`config.mk`:
```
export PLATFORM = sky130hd
export DESIGN_NAME = fvc_bank
export DESIGN_NICKNAME = d
export VERILOG_FILES = /design/src/rtl/fvc_bank.v /design/src/rtl/fvc_link_sync.v
export VERILOG_INCLUDE_DIRS = /design/src /design/src/rtl
export SDC_FILE = /design/constraint.sdc
export NUM_CORES = 1
export LEC_CHECK = 0
export BUFFER_PORTS_ARGS = -buffer_cell sky130_fd_sc_hd__buf_2
export CAP_MARGIN = 30
export CORE_MARGIN = 3
export CORE_UTILIZATION = 54
export CTS_BUF_LIST = sky130_fd_sc_hd__clkbuf_4 sky130_fd_sc_hd__clkbuf_8
export DETAILED_ROUTE_END_ITERATION = 16
export PLACE_DENSITY_LB_ADDON = 0.15
export SYNTH_ARGS = -nofsm -noshare
export SYNTH_HDL_FRONTEND = slang
export SYNTH_SLANG_ARGS = --single-unit
```
`constraint.sdc`:
```
create_clock -name clk_i -period 2.02 [get_ports clk_i]
set_clock_uncertainty 0.2 [all_clocks]
set_input_delay 0.404 -clock clk_i [delete_from_list [all_inputs] [get_ports clk_i]]
set_output_delay 0.404 -clock clk_i [all_outputs]
set_load 0.05 [all_outputs]
```
`src/rtl/fvc_consts.vh`:
```
`ifndef FVC_CONSTS_VH
`define FVC_CONSTS_VH

// Byte offsets within the bank
`define FVC_OFS_IO_MODE      8'h00
`define FVC_OFS_DUMMY        8'h01
`define FVC_OFS_DRIVE        8'h03
`define FVC_OFS_ADDR_WIDTH   8'h05
`define FVC_OFS_XIP          8'h06
`define FVC_OFS_WRAP         8'h07
`define FVC_OFS_TRAIN        8'h0A
`define FVC_OFS_INTEGRITY    8'h0B

// Reset values
`define FVC_RST_IO_MODE      8'hFF
`define FVC_RST_DUMMY        8'h1F
`define FVC_RST_DRIVE        8'hFF
`define FVC_RST_ADDR_WIDTH   8'hFF
`define FVC_RST_XIP          8'hFF
`define FVC_RST_WRAP         8'hFF
`define FVC_RST_TRAIN        8'h55
`define FVC_RST_INTEGRITY    8'h7F

// Integrity byte field positions
`define FVC_B_SSO            6
`define FVC_B_CRCSZ_HI       5
`define FVC_B_CRCSZ_LO       4
`define FVC_B_CRC_EN_N       3
`define FVC_B_ERR_TYPE       2
`define FVC_B_ERR_PIN_EN_N   1
`define FVC_B_ECC_EN_N       0
`define FVC_INTEG_MASK       8'h7F

// I/O protocol mode codes
`define FVC_IOM_XSPI_DQS     8'hFF
`define FVC_IOM_XSPI_NODQS   8'hDF
`define FVC_IOM_ODDR_DQS     8'hE7
`define FVC_IOM_ODDR_NODQS   8'hC7

// Generic one-of-four selector codes
`define FVC_CODE_FF          8'hFF
`define FVC_CODE_FE          8'hFE
`define FVC_CODE_FD          8'hFD
`define FVC_CODE_FC          8'hFC

// Two-bit selector outputs
`define FVC_SEL_0            2'h0
`define FVC_SEL_1            2'h1
`define FVC_SEL_2            2'h2
`define FVC_SEL_3            2'h3

// Dummy cycle codes
`define FVC_DUMMY_ZERO       8'h00
`define FVC_DUMMY_MAX        8'h1E
`define FVC_DUMMY_DEF        8'h1F

// CRC chunk sizes in bytes
`define FVC_CRC_CODE_16      2'h3
`define FVC_CRC_CODE_32      2'h2
`define FVC_CRC_CODE_64      2'h1
`define FVC_CRC_16           8'h10
`define FVC_CRC_32           8'h20
`define FVC_CRC_64           8'h40
`define FVC_CRC_128          8'h80

// Link commands and training constants
`define FVC_CMD_WRITE        8'h81
`define FVC_CMD_READ         8'h85
`define FVC_CMD_TRAIN        8'h5A
`define FVC_SSO_MASK         8'h08
`define FVC_TRAIN_MSB        3'h7

`endif

```
`src/rtl/fvc_bank.v`:
```
`include "fvc_consts.vh"

//
// Behaviour
// - Clear bit inverts line 3 in training.
// - Two-bit field picks CRC chunk 16..128.
// - CRC parity on in octal DDR when 0.
// - Type bit picks detection or correction event.
// - Type choice only applies while ECC on.
// - Error pin only drives when enable 0.
// - Bit 0 low turns ECC on.
// - Training pattern 55h, sent MSB first.
// - Wrap byte picks none, 64, 32, 16.
// - FEh enables execute-in-place, FFh disables.
// - FEh gives four address bytes, FFh three.
// - Drive byte picks 50/35/25/18 ohm.
// - Codes 1..30 set dummy count, 1Fh default.
// - Code 00h acts like 1Fh.
// - Mode byte picks SPI/octal, strobe or not.
// - Octal-boot parts stay octal DDR with strobe.
// - Chunk address of first selected event kept.
module fvc_bank #(
    parameter CHUNK_W = 28
) (
    // Clock, reset, enable
    input  wire               clk_i,
    input  wire               rstn_i,
    input  wire               ce_i,
    // Serial link pins
    input  wire               sck_i,
    input  wire               cs_n_i,
    input  wire [7:0]         dq_i,
    output reg  [7:0]         dq_o,
    output reg                dq_oe_o,
    output reg                dqs_o,
    // Boot strap
    input  wire               boot_octal_i,
    // ECC engine events
    input  wire               ecc_corr_i,
    input  wire               ecc_det_i,
    input  wire [CHUNK_W-1:0] ecc_chunk_i,
    output reg                err_n_o,
    output reg  [CHUNK_W-1:0] ecc_fail_chunk_o,
    output reg                ecc_fail_valid_o,
    // Decoded settings
    output reg                octal_ddr_o,
    output reg                strobe_en_o,
    output reg  [4:0]         dummy_cycles_o,
    output reg                dummy_default_o,
    output reg  [1:0]         drive_sel_o,
    output reg                addr_4byte_o,
    output reg                xip_enable_o,
    output reg  [1:0]         wrap_sel_o,
    output reg  [7:0]         crc_chunk_bytes_o,
    output reg                crc_parity_en_o,
    output reg                ecc_enable_o
);
    localparam [2:0] ST_IDLE  = 3'h0;
    localparam [2:0] ST_CMD   = 3'h1;
    localparam [2:0] ST_ADDR  = 3'h2;
    localparam [2:0] ST_WR    = 3'h3;
    localparam [2:0] ST_RD    = 3'h4;
    localparam [2:0] ST_TRAIN = 3'h5;
    localparam [2:0] ST_SKIP  = 3'h6;

    wire       sck_rise_w;
    wire       sck_fall_w;
    wire       cs_act_w;
    wire       frame_start_w;
    wire [7:0] dq_s_w;
    wire       strap_s_w;

    reg  [2:0] state_q;
    reg        is_wr_q;
    reg  [7:0] addr_q;
    reg  [2:0] bit_idx_q;
    reg  [1:0] strap_wait_q;
    reg        strap_q;
    reg        err_flag_q;

    reg  [7:0] io_protocol_mode_q;
    reg  [7:0] dummy_cycle_count_q;
    reg  [7:0] output_drive_select_q;
    reg  [7:0] address_width_select_q;
    reg  [7:0] execute_in_place_enable_q;
    reg  [7:0] read_wrap_select_q;
    reg  [7:0] training_pattern_q;
    reg  [7:0] integrity_error_control_q;

    reg  [7:0] rd_byte;
    wire       wr_en;
    wire       ecc_on;
    wire       sel_event;
    wire       switching_pattern_select;
    wire       error_type_select;
    wire       error_pin_enable_n;
    wire       crc_parity_enable_n;
    wire [1:0] crc_chunk_size;

    fvc_link_sync u_sync (
        .clk_i         (clk_i),
        .rstn_i        (rstn_i),
        .ce_i          (ce_i),
        .sck_i         (sck_i),
        .cs_n_i        (cs_n_i),
        .dq_i          (dq_i),
        .strap_i       (boot_octal_i),
        .sck_rise_o    (sck_rise_w),
        .sck_fall_o    (sck_fall_w),
        .cs_act_o      (cs_act_w),
        .frame_start_o (frame_start_w),
        .dq_o          (dq_s_w),
        .strap_o       (strap_s_w)
    );

    // Field views of the integrity byte
    assign switching_pattern_select = integrity_error_control_q[`FVC_B_SSO];
    assign crc_chunk_size      = integrity_error_control_q[`FVC_B_CRCSZ_HI:`FVC_B_CRCSZ_LO];
    assign crc_parity_enable_n = integrity_error_control_q[`FVC_B_CRC_EN_N];
    assign error_type_select   = integrity_error_control_q[`FVC_B_ERR_TYPE];
    assign error_pin_enable_n  = integrity_error_control_q[`FVC_B_ERR_PIN_EN_N];
    assign ecc_on              = ~integrity_error_control_q[`FVC_B_ECC_EN_N];

    // Selected event only counts while correction is on
    assign sel_event = ecc_on & (error_type_select ? ecc_det_i : ecc_corr_i);

    // Write strobe: one per rising link edge in the data phase
    assign wr_en = ce_i & cs_act_w & ~frame_start_w & (state_q == ST_WR) & sck_rise_w;

    // Strap caught once; waits until the sync chain holds the pin, not its reset value
    always @(posedge clk_i or negedge rstn_i)
    begin
        if (!rstn_i)
        begin
            strap_wait_q <= 2'h0;
            strap_q      <= 1'b0;
        end
        else if (ce_i && strap_wait_q != 2'h3)
        begin
            strap_wait_q <= strap_wait_q + 2'h1;
            if (strap_wait_q == 2'h2)
                strap_q <= strap_s_w;
        end
    end

    // Register file; reserved bytes drop writes
    always @(posedge clk_i or negedge rstn_i)
    begin
        if (!rstn_i)
        begin
            io_protocol_mode_q        <= `FVC_RST_IO_MODE;
            dummy_cycle_count_q       <= `FVC_RST_DUMMY;
            output_drive_select_q     <= `FVC_RST_DRIVE;
            address_width_select_q    <= `FVC_RST_ADDR_WIDTH;
            execute_in_place_enable_q <= `FVC_RST_XIP;
            read_wrap_select_q        <= `FVC_RST_WRAP;
            training_pattern_q        <= `FVC_RST_TRAIN;
            integrity_error_control_q <= `FVC_RST_INTEGRITY;
        end
        else if (wr_en)
        begin
            case (addr_q)
                `FVC_OFS_IO_MODE:    io_protocol_mode_q        <= dq_s_w;
                `FVC_OFS_DUMMY:      dummy_cycle_count_q       <= dq_s_w;
                `FVC_OFS_DRIVE:      output_drive_select_q     <= dq_s_w;
                `FVC_OFS_ADDR_WIDTH: address_width_select_q    <= dq_s_w;
                `FVC_OFS_XIP:        execute_in_place_enable_q <= dq_s_w;
                `FVC_OFS_WRAP:       read_wrap_select_q        <= dq_s_w;
                `FVC_OFS_TRAIN:      training_pattern_q        <= dq_s_w;
                `FVC_OFS_INTEGRITY:  integrity_error_control_q <= dq_s_w & `FVC_INTEG_MASK;
                default:             io_protocol_mode_q        <= io_protocol_mode_q;
            endcase
        end
    end

    // Read mux; reserved and unmapped bytes read zero
    always @*
    begin
        case (addr_q)
            `FVC_OFS_IO_MODE:    rd_byte = io_protocol_mode_q;
            `FVC_OFS_DUMMY:      rd_byte = dummy_cycle_count_q;
            `FVC_OFS_DRIVE:      rd_byte = output_drive_select_q;
            `FVC_OFS_ADDR_WIDTH: rd_byte = address_width_select_q;
            `FVC_OFS_XIP:        rd_byte = execute_in_place_enable_q;
            `FVC_OFS_WRAP:       rd_byte = read_wrap_select_q;
            `FVC_OFS_TRAIN:      rd_byte = training_pattern_q;
            `FVC_OFS_INTEGRITY:  rd_byte = integrity_error_control_q;
            default:             rd_byte = 8'h00;
        endcase
    end

    // Link sequencer: command, then address and data, or training straight after the command
    always @(posedge clk_i or negedge rstn_i)
    begin
        if (!rstn_i)
        begin
            state_q   <= ST_IDLE;
            is_wr_q   <= 1'b0;
            addr_q    <= 8'h00;
            bit_idx_q <= `FVC_TRAIN_MSB;
            dq_o      <= 8'h00;
            dq_oe_o   <= 1'b0;
            dqs_o     <= 1'b0;
        end
        else if (ce_i)
        begin
            if (!cs_act_w)
            begin
                // Deselect ends the frame at once
                state_q <= ST_IDLE;
                dq_oe_o <= 1'b0;
                dqs_o   <= 1'b0;
            end
            else if (frame_start_w)
            begin
                state_q <= ST_CMD;
                dq_oe_o <= 1'b0;
                dqs_o   <= 1'b0;
            end
            else
            begin
                case (state_q)
                    ST_CMD:
                    begin
                        if (sck_rise_w)
                        begin
                            is_wr_q   <= (dq_s_w == `FVC_CMD_WRITE);
                            bit_idx_q <= `FVC_TRAIN_MSB;
                            if (dq_s_w == `FVC_CMD_WRITE || dq_s_w == `FVC_CMD_READ)
                                state_q <= ST_ADDR;
                            else if (dq_s_w == `FVC_CMD_TRAIN)
                                state_q <= ST_TRAIN;
                            else
                                state_q <= ST_SKIP;
                        end
                    end
                    ST_ADDR:
                    begin
                        if (sck_rise_w)
                        begin
                            addr_q  <= dq_s_w;
                            state_q <= is_wr_q ? ST_WR : ST_RD;
                        end
                    end
                    ST_WR:
                    begin
                        if (sck_rise_w)
                            addr_q <= addr_q + 8'h01;
                    end
                    ST_RD:
                    begin
                        // New byte on each falling edge, host samples on rising
                        if (sck_fall_w)
                        begin
                            dq_o    <= rd_byte;
                            dq_oe_o <= 1'b1;
                            dqs_o   <= strobe_en_o & ~dqs_o;
                            addr_q  <= addr_q + 8'h01;
                        end
                    end
                    ST_TRAIN:
                    begin
                        // All lines carry the pattern bit; line 3 optionally flipped
                        if (sck_fall_w)
                        begin
                            dq_o      <= {8{training_pattern_q[bit_idx_q]}} ^
                                         (switching_pattern_select ? 8'h00 : `FVC_SSO_MASK);
                            dq_oe_o   <= 1'b1;
                            dqs_o     <= strobe_en_o & ~dqs_o;
                            bit_idx_q <= bit_idx_q - 3'h1;
                        end
                    end
                    ST_SKIP:
                    begin
                        state_q <= ST_SKIP;
                    end
                    default:
                    begin
                        state_q <= ST_IDLE;
                    end
                endcase
            end
        end
    end

    // Error indication and first-failure capture; an event beats the frame-start clear
    always @(posedge clk_i or negedge rstn_i)
    begin
        if (!rstn_i)
        begin
            err_flag_q       <= 1'b0;
            err_n_o          <= 1'b1;
            ecc_fail_chunk_o <= {CHUNK_W{1'b0}};
            ecc_fail_valid_o <= 1'b0;
        end
        else if (ce_i)
        begin
            if (sel_event)
                err_flag_q <= 1'b1;
            else if (frame_start_w)
                err_flag_q <= 1'b0;
            err_n_o <= ~((err_flag_q | sel_event) & ~error_pin_enable_n);
            if (sel_event && !ecc_fail_valid_o)
            begin
                ecc_fail_chunk_o <= ecc_chunk_i;
                ecc_fail_valid_o <= 1'b1;
            end
        end
    end

    // Settings decode, registered so every output is a flop
    always @(posedge clk_i or negedge rstn_i)
    begin
        if (!rstn_i)
        begin
            octal_ddr_o       <= 1'b0;
            strobe_en_o       <= 1'b1;
            dummy_cycles_o    <= 5'h00;
            dummy_default_o   <= 1'b1;
            drive_sel_o       <= `FVC_SEL_0;
            addr_4byte_o      <= 1'b0;
            xip_enable_o      <= 1'b0;
            wrap_sel_o        <= `FVC_SEL_0;
            crc_chunk_bytes_o <= `FVC_CRC_16;
            crc_parity_en_o   <= 1'b0;
            ecc_enable_o      <= 1'b0;
        end
        else if (ce_i)
        begin
            // Octal-boot parts ignore the mode byte; unlisted codes act as default
            if (strap_q)
            begin
                octal_ddr_o <= 1'b1;
                strobe_en_o <= 1'b1;
            end
            else
            begin
                octal_ddr_o <= (io_protocol_mode_q == `FVC_IOM_ODDR_DQS) |
                               (io_protocol_mode_q == `FVC_IOM_ODDR_NODQS);
                strobe_en_o <= (io_protocol_mode_q != `FVC_IOM_XSPI_NODQS) &
                               (io_protocol_mode_q != `FVC_IOM_ODDR_NODQS);
            end

            // 00h and 1Fh (and reserved codes) fall back to per-command default
            if (dummy_cycle_count_q != `FVC_DUMMY_ZERO && dummy_cycle_count_q <= `FVC_DUMMY_MAX)
            begin
                dummy_cycles_o  <= dummy_cycle_count_q[4:0];
                dummy_default_o <= 1'b0;
            end
            else
            begin
                dummy_cycles_o  <= 5'h00;
                dummy_default_o <= 1'b1;
            end

            case (output_drive_select_q)
                `FVC_CODE_FE: drive_sel_o <= `FVC_SEL_1;
                `FVC_CODE_FD: drive_sel_o <= `FVC_SEL_2;
                `FVC_CODE_FC: drive_sel_o <= `FVC_SEL_3;
                default:      drive_sel_o <= `FVC_SEL_0;
            endcase

            case (read_wrap_select_q)
                `FVC_CODE_FE: wrap_sel_o <= `FVC_SEL_1;
                `FVC_CODE_FD: wrap_sel_o <= `FVC_SEL_2;
                `FVC_CODE_FC: wrap_sel_o <= `FVC_SEL_3;
                default:      wrap_sel_o <= `FVC_SEL_0;
            endcase

            addr_4byte_o <= (address_width_select_q == `FVC_CODE_FE);
            // Only enables; entering XIP is the host's confirmation on a read
            xip_enable_o <= (execute_in_place_enable_q == `FVC_CODE_FE);

            case (crc_chunk_size)
                `FVC_CRC_CODE_16: crc_chunk_bytes_o <= `FVC_CRC_16;
                `FVC_CRC_CODE_32: crc_chunk_bytes_o <= `FVC_CRC_32;
                `FVC_CRC_CODE_64: crc_chunk_bytes_o <= `FVC_CRC_64;
                default:          crc_chunk_bytes_o <= `FVC_CRC_128;
            endcase

            crc_parity_en_o <= ~crc_parity_enable_n &
                               (strap_q |
                                (io_protocol_mode_q == `FVC_IOM_ODDR_DQS) |
                                (io_protocol_mode_q == `FVC_IOM_ODDR_NODQS));
            ecc_enable_o    <= ecc_on;
        end
    end
endmodule // fvc_bank

```
`src/rtl/fvc_link_sync.v`:
```
// Link pin synchroniser and edge finder
module fvc_link_sync (
    // Clock, reset, enable
    input  wire       clk_i,
    input  wire       rstn_i,
    input  wire       ce_i,
    // Raw pins
    input  wire       sck_i,
    input  wire       cs_n_i,
    input  wire [7:0] dq_i,
    input  wire       strap_i,
    // Synchronised view
    output reg        sck_rise_o,
    output reg        sck_fall_o,
    output wire       cs_act_o,
    output reg        frame_start_o,
    output wire [7:0] dq_o,
    output wire       strap_o
);
    localparam        NB      = 11;
    localparam [10:0] RST_VEC = 11'h100;   // Chip select idles high

    wire [NB-1:0] raw_w;
    wire [NB-1:0] s2_w;
    reg           sck_prev_q;
    reg           cs_prev_q;

    assign raw_w = {strap_i, sck_i, cs_n_i, dq_i};

    // Two-flop chain per pin; first stage feeds only the second
    genvar g;
    generate
        for (g = 0; g < NB; g = g + 1)
        begin : g_sync
            reg s1_q;
            reg s2_q;
            always @(posedge clk_i or negedge rstn_i)
            begin
                if (!rstn_i)
                begin
                    s1_q <= RST_VEC[g];
                    s2_q <= RST_VEC[g];
                end
                else if (ce_i)
                begin
                    s1_q <= raw_w[g];
                    s2_q <= s1_q;
                end
            end
            assign s2_w[g] = s2_q;
        end
    endgenerate

    assign dq_o     = s2_w[7:0];
    assign cs_act_o = ~s2_w[8];
    assign strap_o  = s2_w[10];

    // Edges are taken from the settled stage only
    always @(posedge clk_i or negedge rstn_i)
    begin
        if (!rstn_i)
        begin
            sck_prev_q    <= 1'b0;
            cs_prev_q     <= 1'b0;
            sck_rise_o    <= 1'b0;
            sck_fall_o    <= 1'b0;
            frame_start_o <= 1'b0;
        end
        else if (ce_i)
        begin
            sck_prev_q    <= s2_w[9];
            cs_prev_q     <= ~s2_w[8];
            sck_rise_o    <= s2_w[9] & ~sck_prev_q;
            sck_fall_o    <= ~s2_w[9] & sck_prev_q;
            frame_start_o <= ~s2_w[8] & ~cs_prev_q;
        end
    end
endmodule // fvc_link_sync

```
==> impl_metrics.py <==
metrics = {
    "timing": {
        "fin_crit_sh_pct": 106,
        "max_slew_margin_pct": 66.6,
        "timing.final.max_slew_violations": 0,
        "rsz0062_at_grt": "true",
        "finalCriticalPeriod_ns": 2.13,
        "worstMarginPinSlew_ns": 0.502,
        "setup_viol": 43,
        "hold_viol_final": 0,
        "setup_tns_ns": -1.90,
        "setup_slack_ns": -0.114,
        "max_freq_mhz": 469,
    },
    "layout": {
        "multi_input_area_um2": 3650,
        "layout-area-overhead-vs-synth_pct": 30.5,
        "layout-drive-gt1-share_pct": 49.3,
        "n_antenna_cell": 0,
        "fin_util_pct": 73.0,
        "nFillCells": 949,
        "nNetsFinal": 928,
        "final-seq-area_um2": 4310,
    },
    "synth": {
        "seq_area_frac_synth_pct": 54.7,
        "synth_most_common_cell": "mux2_2",
        "synth_top_area_share_pct": 33.0,
        "synth-seq-cells": 169,
        "synth_edf_count": 0,
        "synth_common_cells": "mux2_2, dfrtp_1, dfstp_2, nand2_1, o21ai_0",
        "yosysWarningCount": 0,
        "synthCells": 676,
        "synth_area_per_cell_um2": 11.7,
        "synth.area.top_cells": "dfrtp_1, dfstp_2, mux2_2",
        "ys_types": 62,
        "synth_top_flop_cell": "dfrtp_1",
        "netlist_area_um2": 7880,
        "yosys.area.top_type": "dfrtp_1",
        "async_flop_share_pct": 100,
    },
    "critical_path": {
        "critPathLaunch": "bit_idx_q[2]$_DFFE_PN1P_",
        "crit_required_ns": 2.16,
        "r2r_start": "bit_idx_q[2]$_DFFE_PN1P_",
        "r2r_setup_slack_ns": -0.11,
        "worstSetupStartpointType": "flop",
        "crit_type": "reg -> reg",
        "critPathArrivalTime_ns": 2.28,
        "r2r_end": "dq_o[4]$_DFFE_PN0P_",
        "cp_max_fo": 7,
        "worstRegToRegCells": 4,
        "crit_path_end": "dq_o[4]$_DFFE_PN0P_",
        "end_kind": "flop",
    },
    "clock_network": {
        "numCtsBuffers": 17,
        "clkLatencyLatePin_ns": 0.47,
        "clk_pin_slew_ns": 0.10,
        "clock-sinks": 169,
        "cts_tree": "built",
        "clock_path_buffers": 2,
        "h-tree-depth": 4,
        "root_buffer": "clkbuf_8",
    },
    "grt": {
        "grt_pass1_wl_mm": 33.7,
        "grt.total_usage_pct": 26.6,
        "antenna_found_initial": 0,
        "overflow": 0,
        "grt_pass1_vias": 6218,
        "grt_max_degree": 58,
    },
    "floorplanning": {
        "initial_core_util_pct": 55.9,
        "num_io_pins": 108,
        "coreArea_um2": 14100,
        "rows": 43,
        "die_area_um2": 16100,
        "chipWidth_um": 127,
        "chipHeight_um": 127,
    },
    "run_status": {
        "failed_checks": "negative setup slack",
        "status": "complete, but fails checks",
    },
    "pwr": {
        "sequentialPowerShare_pct": 48.7,
        "ir_worst_vdd_v": 0.000648,
        "p_switching_uw": 2630,
        "clkPwrFrac_pct": 29.3,
        "total_power_uw": 7980,
        "pwr-share-comb_pct": 21.9,
        "p_sw_share_pct": 33.0,
        "power.internal_uw": 5350,
        "p_per_area_nw_per_um2": 775,
        "p_leak_uw": 0.00450,
    },
    "drt": {
        "routed_wl_mm": 21.0,
        "drc": 0,
        "antenna_left": 0,
        "wl_per_cell_um": 19.6,
        "avgViaCountPerCell": 5.77,
        "drt_pass1_iterations": 6,
        "drt_iter0_markers": 554,
        "vias": 6172,
    },
    "placement": {
        "gp_congestion": 0.988,
        "dp_hpwl_mm": 13.9,
        "numPortBuffers": 103,
    },
    "run": {
        "cap_violations": 0,
    },
    "worst_hold_path": {
        "min_path_type": "in -> async",
    },
}
## layout make-up
class                           count  area share [%]
Sequential cell                   169            41.9
Multi-Input combinational cell    438            35.5
Timing Repair Buffer              222            15.7
Clock buffer                       18            2.35
Tap cell                          180            2.19
Clock inverter                     14            1.34
Inverter                           28            1.02
## how the worst min path moves through the flow
stage / start / slack (ns) / endpoint / depth (start not counted)
after global routing: rstn_i / 0.19 / u_sync.g_sync[10].s1_q$_DFFE_PN0P_ / 2
final: rstn_i / 0.18 / strap_q$_DFFE_PN0P_ / 2
after floorplan: rstn_i / -0.09 / addr_4byte_o$_DFFE_PN0P_ / 0
after detailed placement: rstn_i / 0.11 / strap_wait_q[1]$_DFFE_PN0P_ / 1
after CTS: rstn_i / 0.17 / u_sync.strap_o$_DFFE_PN0P_ / 2
after global placement: rstn_i / 0.10 / strap_wait_q[0]$_DFFE_PN0P_ / 1
## metrics by stage
stage	instance area [um2]	instances	setup slack, ns	hold WS, ns
after floorplan	8030	679	-0.0370	-0.0916
after global placement	9220	995	-0.215	0.105
after detailed placement	9220	995	-0.247	0.114
after CTS	10100	1066	-0.103	0.172
after global routing	10300	1069	-0.159	0.189
final	10300	1069	-0.114	0.183
## sequential cells by signal (all words and copies together), names as in the netlist, 3 cells and up
register                   count
ecc_fail_chunk_o              28
u_sync.g_sync.s1_q            11
u_sync.g_sync.s2_q            10
addr_q                         8
address_width_select_q         8
dq_o                           8
dummy_cycle_count_q            8
execute_in_place_enable_q      8
io_protocol_mode_q             8
output_drive_select_q          8
read_wrap_select_q             8
training_pattern_q             8
integrity_error_control_q      7
dummy_cycles_o                 5
crc_chunk_bytes_o              4
bit_idx_q                      3
state_q                        3
## power by group through the flow
stage                     clock (uW)  sequential, uW  combinational, uW
after CTS                       2380            3880               1690
after global placement             0            3910               1560
after floorplan                    0            4350                563
after global routing            2530            3920               1870
final                           2340            3890               1750
after detailed placement           0            3920               1600
## critical path, cell delays in order, from the launching register on
cell and delay (ns):
dfstp_2 0.62, mux2_4 0.31, mux4_2 0.52, a21boi_4 0.24
o22ai_1 0.12
## layout by cell type (no fill, tap or decap), types with 12 or more instances in the layout
cell type      count
a21oi_1           32
a22oi_1           12
buf_2            102
buf_4             68
clkbuf_8          17
dfrtp_1          102
dfstp_2           65
dlygate4sd3_1     40
inv_1             27
mux2_2            68
mux2_4            51
nand2_1           40
nand2b_1          12
nand3_1           18
nor2_1            32
o21ai_0           33
o22ai_1           17
## per-layer routing
metal / vias up / routed length [um] / GRT usage [%]
li1: 2814 / - / -
met1: 3069 / 9400 / 37.8
met2: 249 / 9740 / 40.6
met3: 40 / 1340 / 5.85
met4: 0 / 473 / 9.84
met5: - / 0 / 0
## timing repair
action	CTS	global route
setup buffers	3	2
gates cloned	0	2
resized for setup	43	30
endpoints found under the setup margin	71	73
pin swaps	13	14
hold buffers	40	0
endpoints found under the hold margin	147	0
## cell families after synthesis
logic type	Yosys count	share of synthesized area, %
compound gates	131	10.2
xor+xnor	3	0.333
fa+ha+maj	8	1.27
buf+inv	73	4.05
flops	169	54.7
mux	125	17.9
other cells	1	0.0476
simple gates	166	11.5
No activity file was read; power rests on OpenSTA's default activity.
